File: src/verilog/uea_pkg.sv
`default_nettype none
package uea_pkg;
    // Register byte addresses on the system bus.
    localparam logic [31:0] ADDR_CONTROL = 32'hfff0604c;
    localparam logic [31:0] ADDR_IRQ_ENABLE = 32'hfff06050;
    localparam logic [31:0] ADDR_IRQ_CLEAR = 32'hfff06054;
    localparam logic [31:0] ADDR_IRQ_STATUS = 32'hfff06058;

    // Control register field positions.
    localparam int CTL_ACTIVE = 0;
    localparam int CTL_FLUSH = 1;
    localparam int CTL_BUFFER_READY = 2;
    localparam int CTL_HALT_SET = 3;
    localparam int CTL_ISO_DMA_LEVEL = 4;
    localparam int CTL_HALT_RELEASE = 5;
    localparam int CTL_SEND_EMPTY = 6;
    localparam int CTL_WIDTH = 7;

    // Interrupt field positions, shared by enable, clear and status.
    localparam int IRQ_HALT = 0;
    localparam int IRQ_TOKEN = 1;
    localparam int IRQ_ALTSET = 2;
    localparam int IRQ_DMADONE = 3;
    localparam int IRQ_BUSERR = 4;
    localparam int IRQ_CLRFEAT = 5;
    localparam int IRQ_WIDTH = 6;

    // Reset values.
    localparam logic [CTL_WIDTH-1:0] CTL_RESET = 7'h00;
    localparam logic [IRQ_WIDTH-1:0] IRQ_RESET = 6'h00;

    // FIFO free space thresholds in bytes for isochronous DMA.
    localparam int FIFO_CNT_W = 8;
    localparam logic [FIFO_CNT_W-1:0] ISO_LEVEL_LOW_BYTES = 8'h10;
    localparam logic [FIFO_CNT_W-1:0] ISO_LEVEL_HIGH_BYTES = 8'h20;

    // Empty packet request sequencer states.
    typedef enum logic [1:0] {
        ZLP_IDLE = 2'b01,
        ZLP_BUSY = 2'b10
    } uea_zlp_state_t;
endpackage : uea_pkg
`default_nettype wire

File: src/verilog/uea_endpoint_ctrl.sv
// Contract
// - Setting the empty-packet bit makes the endpoint send a zero-length packet.
// - Writing one to halt-release clears the stall; the bit reads zero.
// - Isochronous DMA level: set means over 16 free bytes, clear over 32.
// - Halt-set stalls the endpoint; host transactions get stall until released.
// - Software sets buffer-ready when memory is prepared; no DMA before that.
// - Six interrupt enable bits in low positions, aligned with status bits.
// - Clear feature request for this endpoint sets the clear-feature flag.
// - A DMA system bus error for this endpoint sets the bus-error flag.
// - Finished programmed DMA transfer sets the DMA-complete flag.
// - Host change of the interface alternate setting sets the alternate flag.
// - A token addressed to this endpoint sets the token flag; here only while the endpoint is active.
// - Returning a stall to the host sets the stall flag.
// - Status register is read-only, resets to zero, ignores writes.
// - Clear register is write-only; a one clears the matching flag.
// - Control and enable registers read/write, reset zero, reserved bits zero.
//
`timescale 1ns/100ps
`default_nettype none
module uea_endpoint_ctrl (
    input wire logic sys_clk_in,
    input wire logic resetn_in,
    input wire logic wb_cyc_in,
    input wire logic wb_stb_in,
    input wire logic wb_we_in,
    input wire logic [31:0] wb_adr_in,
    input wire logic [3:0] wb_sel_in,
    input wire logic [31:0] wb_dat_in,
    output logic [31:0] wb_dat_out,
    output logic wb_ack_out,
    input wire logic clrfeat_evt_in,
    input wire logic buserr_evt_in,
    input wire logic dmadone_evt_in,
    input wire logic altset_evt_in,
    input wire logic token_evt_in,
    input wire logic zlp_done_in,
    input wire logic [uea_pkg::FIFO_CNT_W-1:0] fifo_free_in,
    output logic ep_active_out,
    output logic ep_halted_out,
    output logic ep_flush_out,
    output logic zlp_req_out,
    output logic dma_allow_out,
    output logic irq_out
);
    ////////////////////////////////////////////////////////////////////////
    // Bus decode.
    logic bus_req;
    logic wr_stb;
    logic rd_stb;
    logic byte0_wr;
    logic hit_control;
    logic hit_enable;
    logic hit_clear;
    logic hit_status;
    logic [uea_pkg::CTL_WIDTH-1:0] wdat_ctl;
    logic [uea_pkg::IRQ_WIDTH-1:0] wdat_irq;

    // Control and interrupt state.
    logic active;
    logic buffer_ready;
    logic iso_dma_level;
    logic halted;
    logic flush_pulse;
    uea_pkg::uea_zlp_state_t zlp_state;
    logic [uea_pkg::IRQ_WIDTH-1:0] irq_enable;
    logic [uea_pkg::IRQ_WIDTH-1:0] irq_flags;
    logic [uea_pkg::IRQ_WIDTH-1:0] irq_set;
    logic [uea_pkg::IRQ_WIDTH-1:0] irq_clear;
    logic stall_returned;
    logic level_reached;
    logic [31:0] next_rdata;

    // A request is served once; ack is high for exactly one cycle.
    assign bus_req = wb_cyc_in & wb_stb_in & ~wb_ack_out;
    assign wr_stb = bus_req & wb_we_in;
    assign rd_stb = bus_req & ~wb_we_in;
    assign byte0_wr = wr_stb & wb_sel_in[0];
    assign hit_control = (wb_adr_in == uea_pkg::ADDR_CONTROL);
    assign hit_enable = (wb_adr_in == uea_pkg::ADDR_IRQ_ENABLE);
    assign hit_clear = (wb_adr_in == uea_pkg::ADDR_IRQ_CLEAR);
    assign hit_status = (wb_adr_in == uea_pkg::ADDR_IRQ_STATUS);
    assign wdat_ctl = wb_dat_in[uea_pkg::CTL_WIDTH-1:0];
    assign wdat_irq = wb_dat_in[uea_pkg::IRQ_WIDTH-1:0];

    ////////////////////////////////////////////////////////////////////////
    // Acknowledge one cycle after the request, for mapped and unmapped addresses alike.
    always_ff @(posedge sys_clk_in or negedge resetn_in)
    begin
        if (!resetn_in)
            wb_ack_out <= 1'b0;
        else
            wb_ack_out <= bus_req;
    end

    // Read multiplexer; write-only and unmapped locations read as zero.
    always_comb
    begin
        next_rdata = 32'h0000_0000;
        if (hit_control)
        begin
            next_rdata[uea_pkg::CTL_ACTIVE] = active;
            next_rdata[uea_pkg::CTL_BUFFER_READY] = buffer_ready;
            next_rdata[uea_pkg::CTL_HALT_SET] = halted;
            next_rdata[uea_pkg::CTL_ISO_DMA_LEVEL] = iso_dma_level;
            next_rdata[uea_pkg::CTL_SEND_EMPTY] = (zlp_state == uea_pkg::ZLP_BUSY);
        end
        else if (hit_enable)
            next_rdata[uea_pkg::IRQ_WIDTH-1:0] = irq_enable;
        else if (hit_status)
            next_rdata[uea_pkg::IRQ_WIDTH-1:0] = irq_flags;
    end

    // Read data is captured in the cycle the request is taken.
    always_ff @(posedge sys_clk_in or negedge resetn_in)
    begin
        if (!resetn_in)
            wb_dat_out <= 32'h0000_0000;
        else if (rd_stb)
            wb_dat_out <= next_rdata;
    end

    ////////////////////////////////////////////////////////////////////////
    // Active bit and isochronous DMA level are plain read/write bits.
    always_ff @(posedge sys_clk_in or negedge resetn_in)
    begin
        if (!resetn_in)
        begin
            active <= uea_pkg::CTL_RESET[uea_pkg::CTL_ACTIVE];
            iso_dma_level <= uea_pkg::CTL_RESET[uea_pkg::CTL_ISO_DMA_LEVEL];
        end
        else if (byte0_wr && hit_control)
        begin
            active <= wdat_ctl[uea_pkg::CTL_ACTIVE];
            iso_dma_level <= wdat_ctl[uea_pkg::CTL_ISO_DMA_LEVEL];
        end
    end

    // Flush is a self-clearing strobe to the FIFO and the endpoint state.
    always_ff @(posedge sys_clk_in or negedge resetn_in)
    begin
        if (!resetn_in)
            flush_pulse <= uea_pkg::CTL_RESET[uea_pkg::CTL_FLUSH];
        else
            flush_pulse <= byte0_wr & hit_control & wdat_ctl[uea_pkg::CTL_FLUSH];
    end

    // Buffer ready is set by software and dropped by a flush.
    always_ff @(posedge sys_clk_in or negedge resetn_in)
    begin
        if (!resetn_in)
            buffer_ready <= uea_pkg::CTL_RESET[uea_pkg::CTL_BUFFER_READY];
        else if (flush_pulse)
            buffer_ready <= 1'b0;
        else if (byte0_wr && hit_control)
            buffer_ready <= wdat_ctl[uea_pkg::CTL_BUFFER_READY];
    end

    ////////////////////////////////////////////////////////////////////////
    // Stall state: release wins when both bits are written together,
    // so software can always get the endpoint out of a stall.
    always_ff @(posedge sys_clk_in or negedge resetn_in)
    begin
        if (!resetn_in)
            halted <= uea_pkg::CTL_RESET[uea_pkg::CTL_HALT_SET];
        else if (flush_pulse)
            halted <= 1'b0;
        else if (byte0_wr && hit_control && wdat_ctl[uea_pkg::CTL_HALT_RELEASE])
            halted <= 1'b0;
        else if (byte0_wr && hit_control && wdat_ctl[uea_pkg::CTL_HALT_SET])
            halted <= 1'b1;
    end

    ////////////////////////////////////////////////////////////////////////
    // Empty packet request: held toward the link until it reports the packet sent.
    always_ff @(posedge sys_clk_in or negedge resetn_in)
    begin
        if (!resetn_in)
            zlp_state <= uea_pkg::ZLP_IDLE;
        else if (flush_pulse)
            zlp_state <= uea_pkg::ZLP_IDLE;
        else
        begin
            case (zlp_state)
                uea_pkg::ZLP_IDLE:
                begin
                    if (byte0_wr && hit_control && wdat_ctl[uea_pkg::CTL_SEND_EMPTY])
                        zlp_state <= uea_pkg::ZLP_BUSY;
                end
                uea_pkg::ZLP_BUSY:
                begin
                    if (zlp_done_in)
                        zlp_state <= uea_pkg::ZLP_IDLE;
                end
                default:
                    zlp_state <= uea_pkg::ZLP_IDLE;
            endcase
        end
    end

    ////////////////////////////////////////////////////////////////////////
    // Link-facing outputs; an inactive endpoint shows no stall, empty packet or DMA activity, but flush still pulses.
    assign ep_active_out = active;
    assign ep_halted_out = halted & active;
    assign ep_flush_out = flush_pulse;
    assign zlp_req_out = active & (zlp_state == uea_pkg::ZLP_BUSY) & ~halted;

    // DMA may start only with a ready buffer and enough FIFO space.
    assign level_reached = iso_dma_level ? (fifo_free_in > uea_pkg::ISO_LEVEL_LOW_BYTES)
                                         : (fifo_free_in > uea_pkg::ISO_LEVEL_HIGH_BYTES);
    assign dma_allow_out = active & buffer_ready & ~flush_pulse & level_reached;

    ////////////////////////////////////////////////////////////////////////
    // Interrupt enable register.
    always_ff @(posedge sys_clk_in or negedge resetn_in)
    begin
        if (!resetn_in)
            irq_enable <= uea_pkg::IRQ_RESET;
        else if (byte0_wr && hit_enable)
            irq_enable <= wdat_irq;
    end

    // Event sources; a token to a stalled endpoint is answered with a stall.
    assign stall_returned = token_evt_in & active & halted;
    always_comb
    begin
        irq_set = '0;
        irq_set[uea_pkg::IRQ_CLRFEAT] = clrfeat_evt_in;
        irq_set[uea_pkg::IRQ_BUSERR] = buserr_evt_in;
        irq_set[uea_pkg::IRQ_DMADONE] = dmadone_evt_in;
        irq_set[uea_pkg::IRQ_ALTSET] = altset_evt_in;
        irq_set[uea_pkg::IRQ_TOKEN] = token_evt_in & active;
        irq_set[uea_pkg::IRQ_HALT] = stall_returned;
    end

    // Only a write of ones to the clear register removes flags.
    assign irq_clear = (byte0_wr && hit_clear) ? wdat_irq : '0;

    uea_flag_bank u_flags (
        .sys_clk_in(sys_clk_in),
        .resetn_in(resetn_in),
        .set_in(irq_set),
        .clear_in(irq_clear),
        .flags_out(irq_flags)
    );

    // Level interrupt from unmasked flags.
    assign irq_out = |(irq_flags & irq_enable);
endmodule : uea_endpoint_ctrl
`default_nettype wire

File: src/verilog/uea_flag_bank.sv
`timescale 1ns/100ps
`default_nettype none
module uea_flag_bank (
    input wire logic sys_clk_in,
    input wire logic resetn_in,
    input wire logic [uea_pkg::IRQ_WIDTH-1:0] set_in,
    input wire logic [uea_pkg::IRQ_WIDTH-1:0] clear_in,
    output logic [uea_pkg::IRQ_WIDTH-1:0] flags_out
);
    ////////////////////////////////////////////////////////////////////////
    // One sticky flag per source; a set in the clearing cycle wins.
    genvar i;
    generate
        for (i = 0; i < uea_pkg::IRQ_WIDTH; i = i + 1)
        begin : g_flag
            logic flag;
            always_ff @(posedge sys_clk_in or negedge resetn_in)
            begin
                if (!resetn_in)
                    flag <= uea_pkg::IRQ_RESET[i];
                else if (set_in[i])
                    flag <= 1'b1;
                else if (clear_in[i])
                    flag <= 1'b0;
            end
            assign flags_out[i] = flag; // Each bit has its own process and a single driver.
        end
    endgenerate
endmodule : uea_flag_bank
`default_nettype wire

File: config.mk
export PLATFORM = sky130hd
export DESIGN_NAME = uea_endpoint_ctrl
export DESIGN_NICKNAME = d
export VERILOG_FILES = /design/src/verilog/uea_pkg.sv /design/src/verilog/uea_endpoint_ctrl.sv /design/src/verilog/uea_flag_bank.sv
export SDC_FILE = /design/constraint.sdc
export NUM_CORES = 1
export LEC_CHECK = 0
export ABC_CLOCK_PERIOD_IN_PS = 1850
export BUFFER_PORTS_ARGS = -buffer_cell sky130_fd_sc_hd__buf_4
export CAP_MARGIN = 15
export CORE_MARGIN = 8
export CORE_UTILIZATION = 41
export DETAILED_ROUTE_END_ITERATION = 8
export PLACE_DENSITY = 0.86
export REMOVE_ABC_BUFFERS = 1
export SYNTH_ARGS = -nofsm -noshare
export SYNTH_HDL_FRONTEND = slang
export SYNTH_HIERARCHICAL = 1
export SYNTH_SLANG_ARGS = --single-unit
File: constraint.sdc
create_clock -name sys_clk_in -period 1.85 [get_ports sys_clk_in]
set_input_delay 0.37 -clock sys_clk_in [delete_from_list [all_inputs] [get_ports sys_clk_in]]
set_output_delay 0.37 -clock sys_clk_in [all_outputs]
set_load 0.02 [all_outputs]
==> results of run 1 <==
==> worst min-delay path by stage <==
stage | slack [ns] | startpoint | end
2_1_floorplan | 0.07 | resetn_in | buffer_ready
3_3_place_gp | 0.29 | resetn_in | wb_dat_out[6]
3_5_place_dp | 0.30 | resetn_in | wb_dat_out[6]
4_1_cts | 0.26 | dmadone_evt_in | u_flags/g_flag[3].flag
5_1_grt | 0.26 | dmadone_evt_in | u_flags/g_flag[3].flag
6_report | 0.26 | dmadone_evt_in | u_flags/g_flag[3].flag
==> logic make-up after synthesis <==
| group | Yosys count | share of synthesized area [%] |
|---|---|---|
| AND/OR/NAND/NOR | 61 | 25.3 |
| buffers and inverters | 43 | 16.9 |
| AO/OA/AOI/OAI | 27 | 9.89 |
| flip-flops | 27 | 38.5 |
| multiplexers | 15 | 9.18 |
| other | 1 | 0.213 |
==> layout by cell type, fill, tap and decap left out, types with 2 or more instances in the layout <==
master    instances
buf_4            74
dfrtp_1          26
conb_1           25
nand2_1          11
and2_1            9
inv_1             9
mux2_2            8
a21oi_1           7
nor2_1            7
a21o_1            7
mux2i_1           6
o21ai_0           5
nand4_1           4
nor4_4            3
a22oi_1           3
clkbuf_8          3
buf_6             3
nor4b_1           2
nand3b_1          2
nor2b_1           2
nand3_1           2
nand2b_1          2
o31ai_1           2
==> per-stage QoR <==
step | util [%] | TNS, ns
floorplan | - | -0.00521
global placement | 52.5 | -0.514
detailed placement | 52.5 | -0.671
CTS | 54.0 | -0.163
global route | 54.4 | -0.198
finish | 54.4 | -0.156
==> power breakdown <==
group          internal, mW  switching (mW)
clock network         0.154           0.177
registers             0.591        0.000456
logic                 0.102           0.113
==> worst reg2reg max path: stages, from the launching register on <==
cell and delay [ns]:
dfrtp_1 0.38, nand3b_1 0.23, buf_4 0.20, nor3b_4 0.21
and3_4 0.24, mux2_2 0.34
==> flip-flops by register name (all words and copies together) (netlist names) <==
| signal | count |
|---|---|
| wb_ack_out | 1 |
| irq_enable | 6 |
| ep_flush_out | 1 |
| ep_active_out | 1 |
| halted | 1 |
| u_flags/g_flag.flag | 6 |
| wb_dat_out | 7 |
| zlp_state | 2 |
| buffer_ready | 1 |
| iso_dma_level | 1 |
==> repair_timing <==
action,CTS,global route
cloned,0,0
pin swaps,2,0
setup buffers,0,1
endpoints found under the setup margin,1,7
resized for setup,4,2
hold endpoints to repair,26,0
hold buffers,1,0
==> final cells by class <==
type	instances	area, µm²
fill	381	1930
multi-input combinational	128	882
sequential	27	677
timing repair buffer	78	599
tap	52	65.1
clock buffer	4	45.0
inverter	9	33.8
==> routing by layer <==
metal  part of all wire [%]  routed length, µm  up-vias  track usage, %
li1                       -                  -      698               -
met1                     37               1640      641            14.1
met2                     54               2380       50            23.7
met3                    7.8                345        9            3.72
met4                    1.4                 62        0            4.64
met5                      0                  0        -               0
==> results.ini, run 1 <==
[outcome]
status = complete, but fails checks
violations = negative setup slack

[critical_path]
crit_path_max_incr_delay_ns = 0.53
r2r-start = wb_ack_out
rr_worst_depth = 5
r2r_slack_ns = 0.13
worstPathCellList = buf_6 -> or4_4 -> o21ai_2 -> a21oi_1 -> o311a_1 -> buf_6
crit_cells = 6
startpoint_type = primary input
cp_num_buf_inv = 2
cp_top_family = simple AND/OR/NAND/NOR gates
slowest_stage = or4_4
end_kind = primary output
r2r-end = ep_active_out
crit_required_ns = 1.48
crit_path_start = fifo_free_in[1]
cp-endpoint = dma_allow_out
crit_fanout = 2
cpMostUsedCell = buf_6
arrival_ns = 1.64
crit_type = primary input to primary output

[global_route]
antenna_found_initial = 0
grt_max_degree = 28
gr-usage-all-layers_pct = 13.1
grt_pass1_wl_um = 6820
overflow = 0
grt_pass1_vias = 1502

[place]
dp.final_hpwl_um = 3740
gp_congestion = 0.782
placed_area_um2 = 2220
dp.cells = 292
port_buffers = 72
post-place-ws_ns = -0.224

[hold_path]
min_path_cells = 2
hp-class = primary input to register

[pwr]
p_per_area_nw_per_um2 = 494
irDropWorstVdd_v = 0.000187
power.total_mw = 1.14
p_leak_nw = 1.16

[cells_and_area]
drive_gt1_share_pct = 41.5
postLayoutCellArea_um2 = 2300
area_growth_pct = 31.0
antenna_cells = 0
stdcell_count = 298
num-nets-final = 334

[routing]
drt_iter0_drc = 75
viasPerCell = 4.69
antenna_left = 0
routed_wl_um = 4430
vias = 1398
drc = 0
drtPass1Iterations = 4
wl_per_cell_um = 14.9

[sta]
min_period_ns = 2.01
rsz0062_at_grt = yes
holdWs_ns = 0.265
fin_ws_ns = -0.156
drv_slew = 0
finalCritPeriodShare_pct = 108
skew_ns = 0.00316
fmax_mhz = 498
hold_viol = 0
setup_viol = 1

[floorplanning]
fp.dieW_um = 81.5
fp.dieH_um = 81.5
core_area_um2 = 4230
start_util_pct = 41.5
rows = 24
design.die.area_um2 = 6640
io_pins = 126

[yosys]
async_flop_share_pct = 100
synth_edf_count = 0
synth_top_area_cell = dfrtp_1
syn_inst = 174
yosysUniqueCellTypes = 44
synth_area_um2 = 1760
yosysTopAreaCellShare_pct = 37.0
ys.flop_type = dfrtp_1
syn_area_per_cell_um2 = 10.1
yosysSeqAreaShare_pct = 38.5
yosys-top-cells-area = dfrtp_1 (37%), buf_4 (13%), mux2_2 (5.1%)
synth.most_common_cell = buf_4
synth-seq-cells = 27
synthTopCellsByCount = buf_4 (31), dfrtp_1 (26), nand2_1 (11)
ys_warn_count = 6

[clock_tree]
clk_pin_slew_ns = 0.09
cts_buffers = 3
cts_sinks = 27
clock_path_buffers = 2
clockRootBuffer = clkbuf_8
cts_tree = done
clkLatencyLatePin_ns = 0.27
htree_levels = 1

[run]
drv_cap = 0

Power figures use the tool's default switching activity.
==> run 2, diff against run 1 <==
- ABC_AREA: default -> 1
- ABC_CLOCK_PERIOD_IN_PS: 1850 -> 2290
- CORE_UTILIZATION: 41 -> 44
- clock period: 1.85 -> 2.29 ns (I/O delays scaled with it)
==> run 2 against run 1 <==
  * Largest cell class unchanged
  * The flow now finishes without violations
  * Sequential cell count stayed put
  * Sequential share of layout area decreased by 3.3 points
  * Global-route usage grew 0.53 points
  * Hold slack worse by 0.19 ns
  * Setup slack better by 0.60 ns
  * Register-to-register slack better by 0.69 ns
  * Via count is 30% higher
  * Total power down 17%
==> results.ini, run 2 <==
[yosys]
yosys-top-cells-area = dfrtp_1 (31%), nand2_1 (12%), buf_4 (11%)  ; was dfrtp_1 (37%), buf_4 (13%), mux2_2 (5.1%)
synth_edf_count = 0  ; unchanged
synth_area_um2 = 2110  ; was 1760 µm²
yosysUniqueCellTypes = 31  ; was 44
synth.most_common_cell = nand2_1  ; was buf_4
synthTopCellsByCount = nand2_1 (66), inv_1 (41), nor2_1 (32)  ; was buf_4 (31), dfrtp_1 (26), nand2_1 (11)
yosysSeqAreaShare_pct = 32.0  ; was 38.5%
ys_warn_count = 6  ; unchanged
syn_inst = 282  ; was 174
synth-seq-cells = 27  ; unchanged
synth_top_area_cell = dfrtp_1  ; unchanged
async_flop_share_pct = 100  ; unchanged
syn_area_per_cell_um2 = 7.49  ; was 10.1 µm²
ys.flop_type = dfrtp_1  ; unchanged
yosysTopAreaCellShare_pct = 30.8  ; was 37.0%

[critical_path]
end_kind = primary output  ; unchanged
crit_required_ns = 1.83  ; was 1.48 ns
r2r_slack_ns = 0.82  ; was 0.13 ns
cp-endpoint = irq_out  ; was dma_allow_out
arrival_ns = 1.39  ; was 1.64 ns
crit_type = register to primary output  ; was primary input to primary output
r2r-start = wb_ack_out  ; unchanged
startpoint_type = register  ; was primary input
rr_worst_depth = 8  ; was 5
r2r-end = u_flags/g_flag[3].flag  ; was ep_active_out
crit_fanout = 3  ; was 2
crit_path_start = u_flags/g_flag[0].flag  ; was fifo_free_in[1]

[cells_and_area]
regMostFlops = wb_dat_out  ; unchanged
area_growth_pct = 22.7  ; was 31.0%
drive_gt1_share_pct = 36.7  ; was 41.5%
final_util_pct = 55.3  ; was 54.4%
num-nets-final = 437  ; was 334
layout_common_cells = buf_4 (72), nand2_1 (66), inv_1 (41)  ; was buf_4 (74), dfrtp_1 (26), conb_1 (25)
antenna_cells = 0  ; unchanged
layout.cells.most_common = buf_4  ; unchanged
stdcell_count = 403  ; was 298
reg.largest.list = wb_dat_out (7), irq_enable (6), u_flags/g_flag.flag (6)  ; unchanged
largest_reg_flops = 7  ; unchanged
postLayoutCellArea_um2 = 2590  ; was 2300 µm²

[sta]
drv_slew = 0  ; unchanged
fmax_mhz = 542
fin_setup_tns_ns = 0  ; was -0.156 ns
skew_ns = 0.00747  ; was 0.00316 ns
setup_viol = 0  ; was 1
finalCritPeriodShare_pct = 80.5
min_period_ns = 1.84
rsz0062_at_grt = no  ; was yes
hold_viol = 0  ; unchanged
holdWs_ns = 0.0713  ; was 0.265 ns

[routing]
drc = 0  ; unchanged
viasPerCell = 4.52  ; was 4.69
antenna_left = 0  ; unchanged
drtPass1Iterations = 4  ; unchanged
routed_wl_um = 4770  ; was 4430 µm
vias = 1822  ; was 1398
wl_per_cell_um = 11.8  ; was 14.9 µm
drt_iter0_drc = 134  ; was 75

[clock_tree]
cts_buffers = 3  ; unchanged
clkLatencyLatePin_ns = 0.28  ; was 0.27 ns
cts_hold_buf = 0  ; was 1
post_cts_buffers = 0  ; unchanged
cts-resized-gates = 0  ; was 4
clock_path_buffers = 2  ; unchanged
cts_tree = done  ; unchanged
cts_sinks = 27  ; unchanged
htree_levels = 1  ; unchanged
clk_pin_slew_ns = 0.09  ; about the same
clockRootBuffer = clkbuf_8  ; unchanged

[outcome]
status = finished, final reports clean  ; was complete, but fails checks

[place]
dp.final_hpwl_um = 4100  ; was 3740 µm
gp_congestion = 0.813  ; was 0.782
dp.cells = 399  ; was 292
placed_area_um2 = 2550  ; was 2220 µm²
port_buffers = 72  ; unchanged

[floorplanning]
start_util_pct = 45.0  ; was 41.5%
core_area_um2 = 4690  ; was 4230 µm²
rows = 25  ; was 24
fp.dieH_um = 85.3  ; was 81.5 µm
design.die.area_um2 = 7280  ; was 6640 µm²
io_pins = 126  ; unchanged
fp.dieW_um = 85.3  ; was 81.5 µm

[global_route]
grt_pass1_vias = 1945  ; was 1502
antenna_found_initial = 0  ; unchanged
grt_max_degree = 28  ; unchanged
gr-usage-all-layers_pct = 13.6  ; was 13.1%
grt_pass1_wl_um = 8270  ; was 6820 µm
overflow = 0  ; unchanged

[run]
drv_cap = 0  ; unchanged

[hold_path]
hp-class = primary input to asynchronous set/reset pin  ; was primary input to register

[pwr]
irDropWorstVdd_v = 0.000254  ; was 0.000187 V
p_per_area_nw_per_um2 = 363  ; was 494 nW/µm²
p_leak_nw = 1.47  ; was 1.16 nW

==> run 2: worst max-delay path: stages (launching register included) <==
cell      delay [ns]
dfrtp_1         0.42
nand2_1         0.09
nand2_1         0.06
a221oi_1        0.23
nand3_1         0.13
buf_4           0.18
==> run 2: final cells by class <==
class | instances | area (µm²)
clock buffer | 3 | 41.3
sequential | 27 | 677
tap | 54 | 67.6
fill | 486 | 2100
clock inverter | 1 | 5.00
timing repair buffer | 72 | 541
inverter | 45 | 171
multi-input combinational | 201 | 1090
==> run 2: worst min path at each step <==
stage	endpoint	slack, ns	cells after the start
final	u_flags/g_flag[2].flag	0.07	1
after global routing	irq_enable[2]	0.09	1
after CTS	u_flags/g_flag[2].flag	0.08	1
after detailed placement	wb_dat_out[4]	0.39	1
after global placement	wb_dat_out[4]	0.38	1
after floorplan	buffer_ready	0.16	0
==> run 2: metal layers <==
layer,GRT usage [%],routed length [µm]
met1,14.8,1930
met2,25.5,2470
met3,4.44,354
met4,1.43,15
met5,0,0
==> run 2: through the flow <==
step,power (mW),setup slack [ns]
4_1_cts,0.952,0.459
3_5_place_dp,0.682,0.527
3_3_place_gp,0.677,0.574
2_1_floorplan,0.582,0.792
5_1_grt,0.994,0.330
6_report,0.943,0.446
==> run 2: cells by family (layout without fill, tap and decap cells) <==
family                 after synthesis  count (layout)  synth area share, %
AND/OR/NAND/NOR                    161             161                 42.3
buffers and inverters               78             121                 20.6
flip-flops                          27              27                 32.0
AO/OA/AOI/OAI                       15              15                 4.86
other                                1              25                0.177
==> run 2: power breakdown <==
part           switching [mW]  total (mW)  internal, mW
combinational           0.110       0.191        0.0814
sequential            0.00181       0.481         0.479
clock                   0.148       0.270         0.122
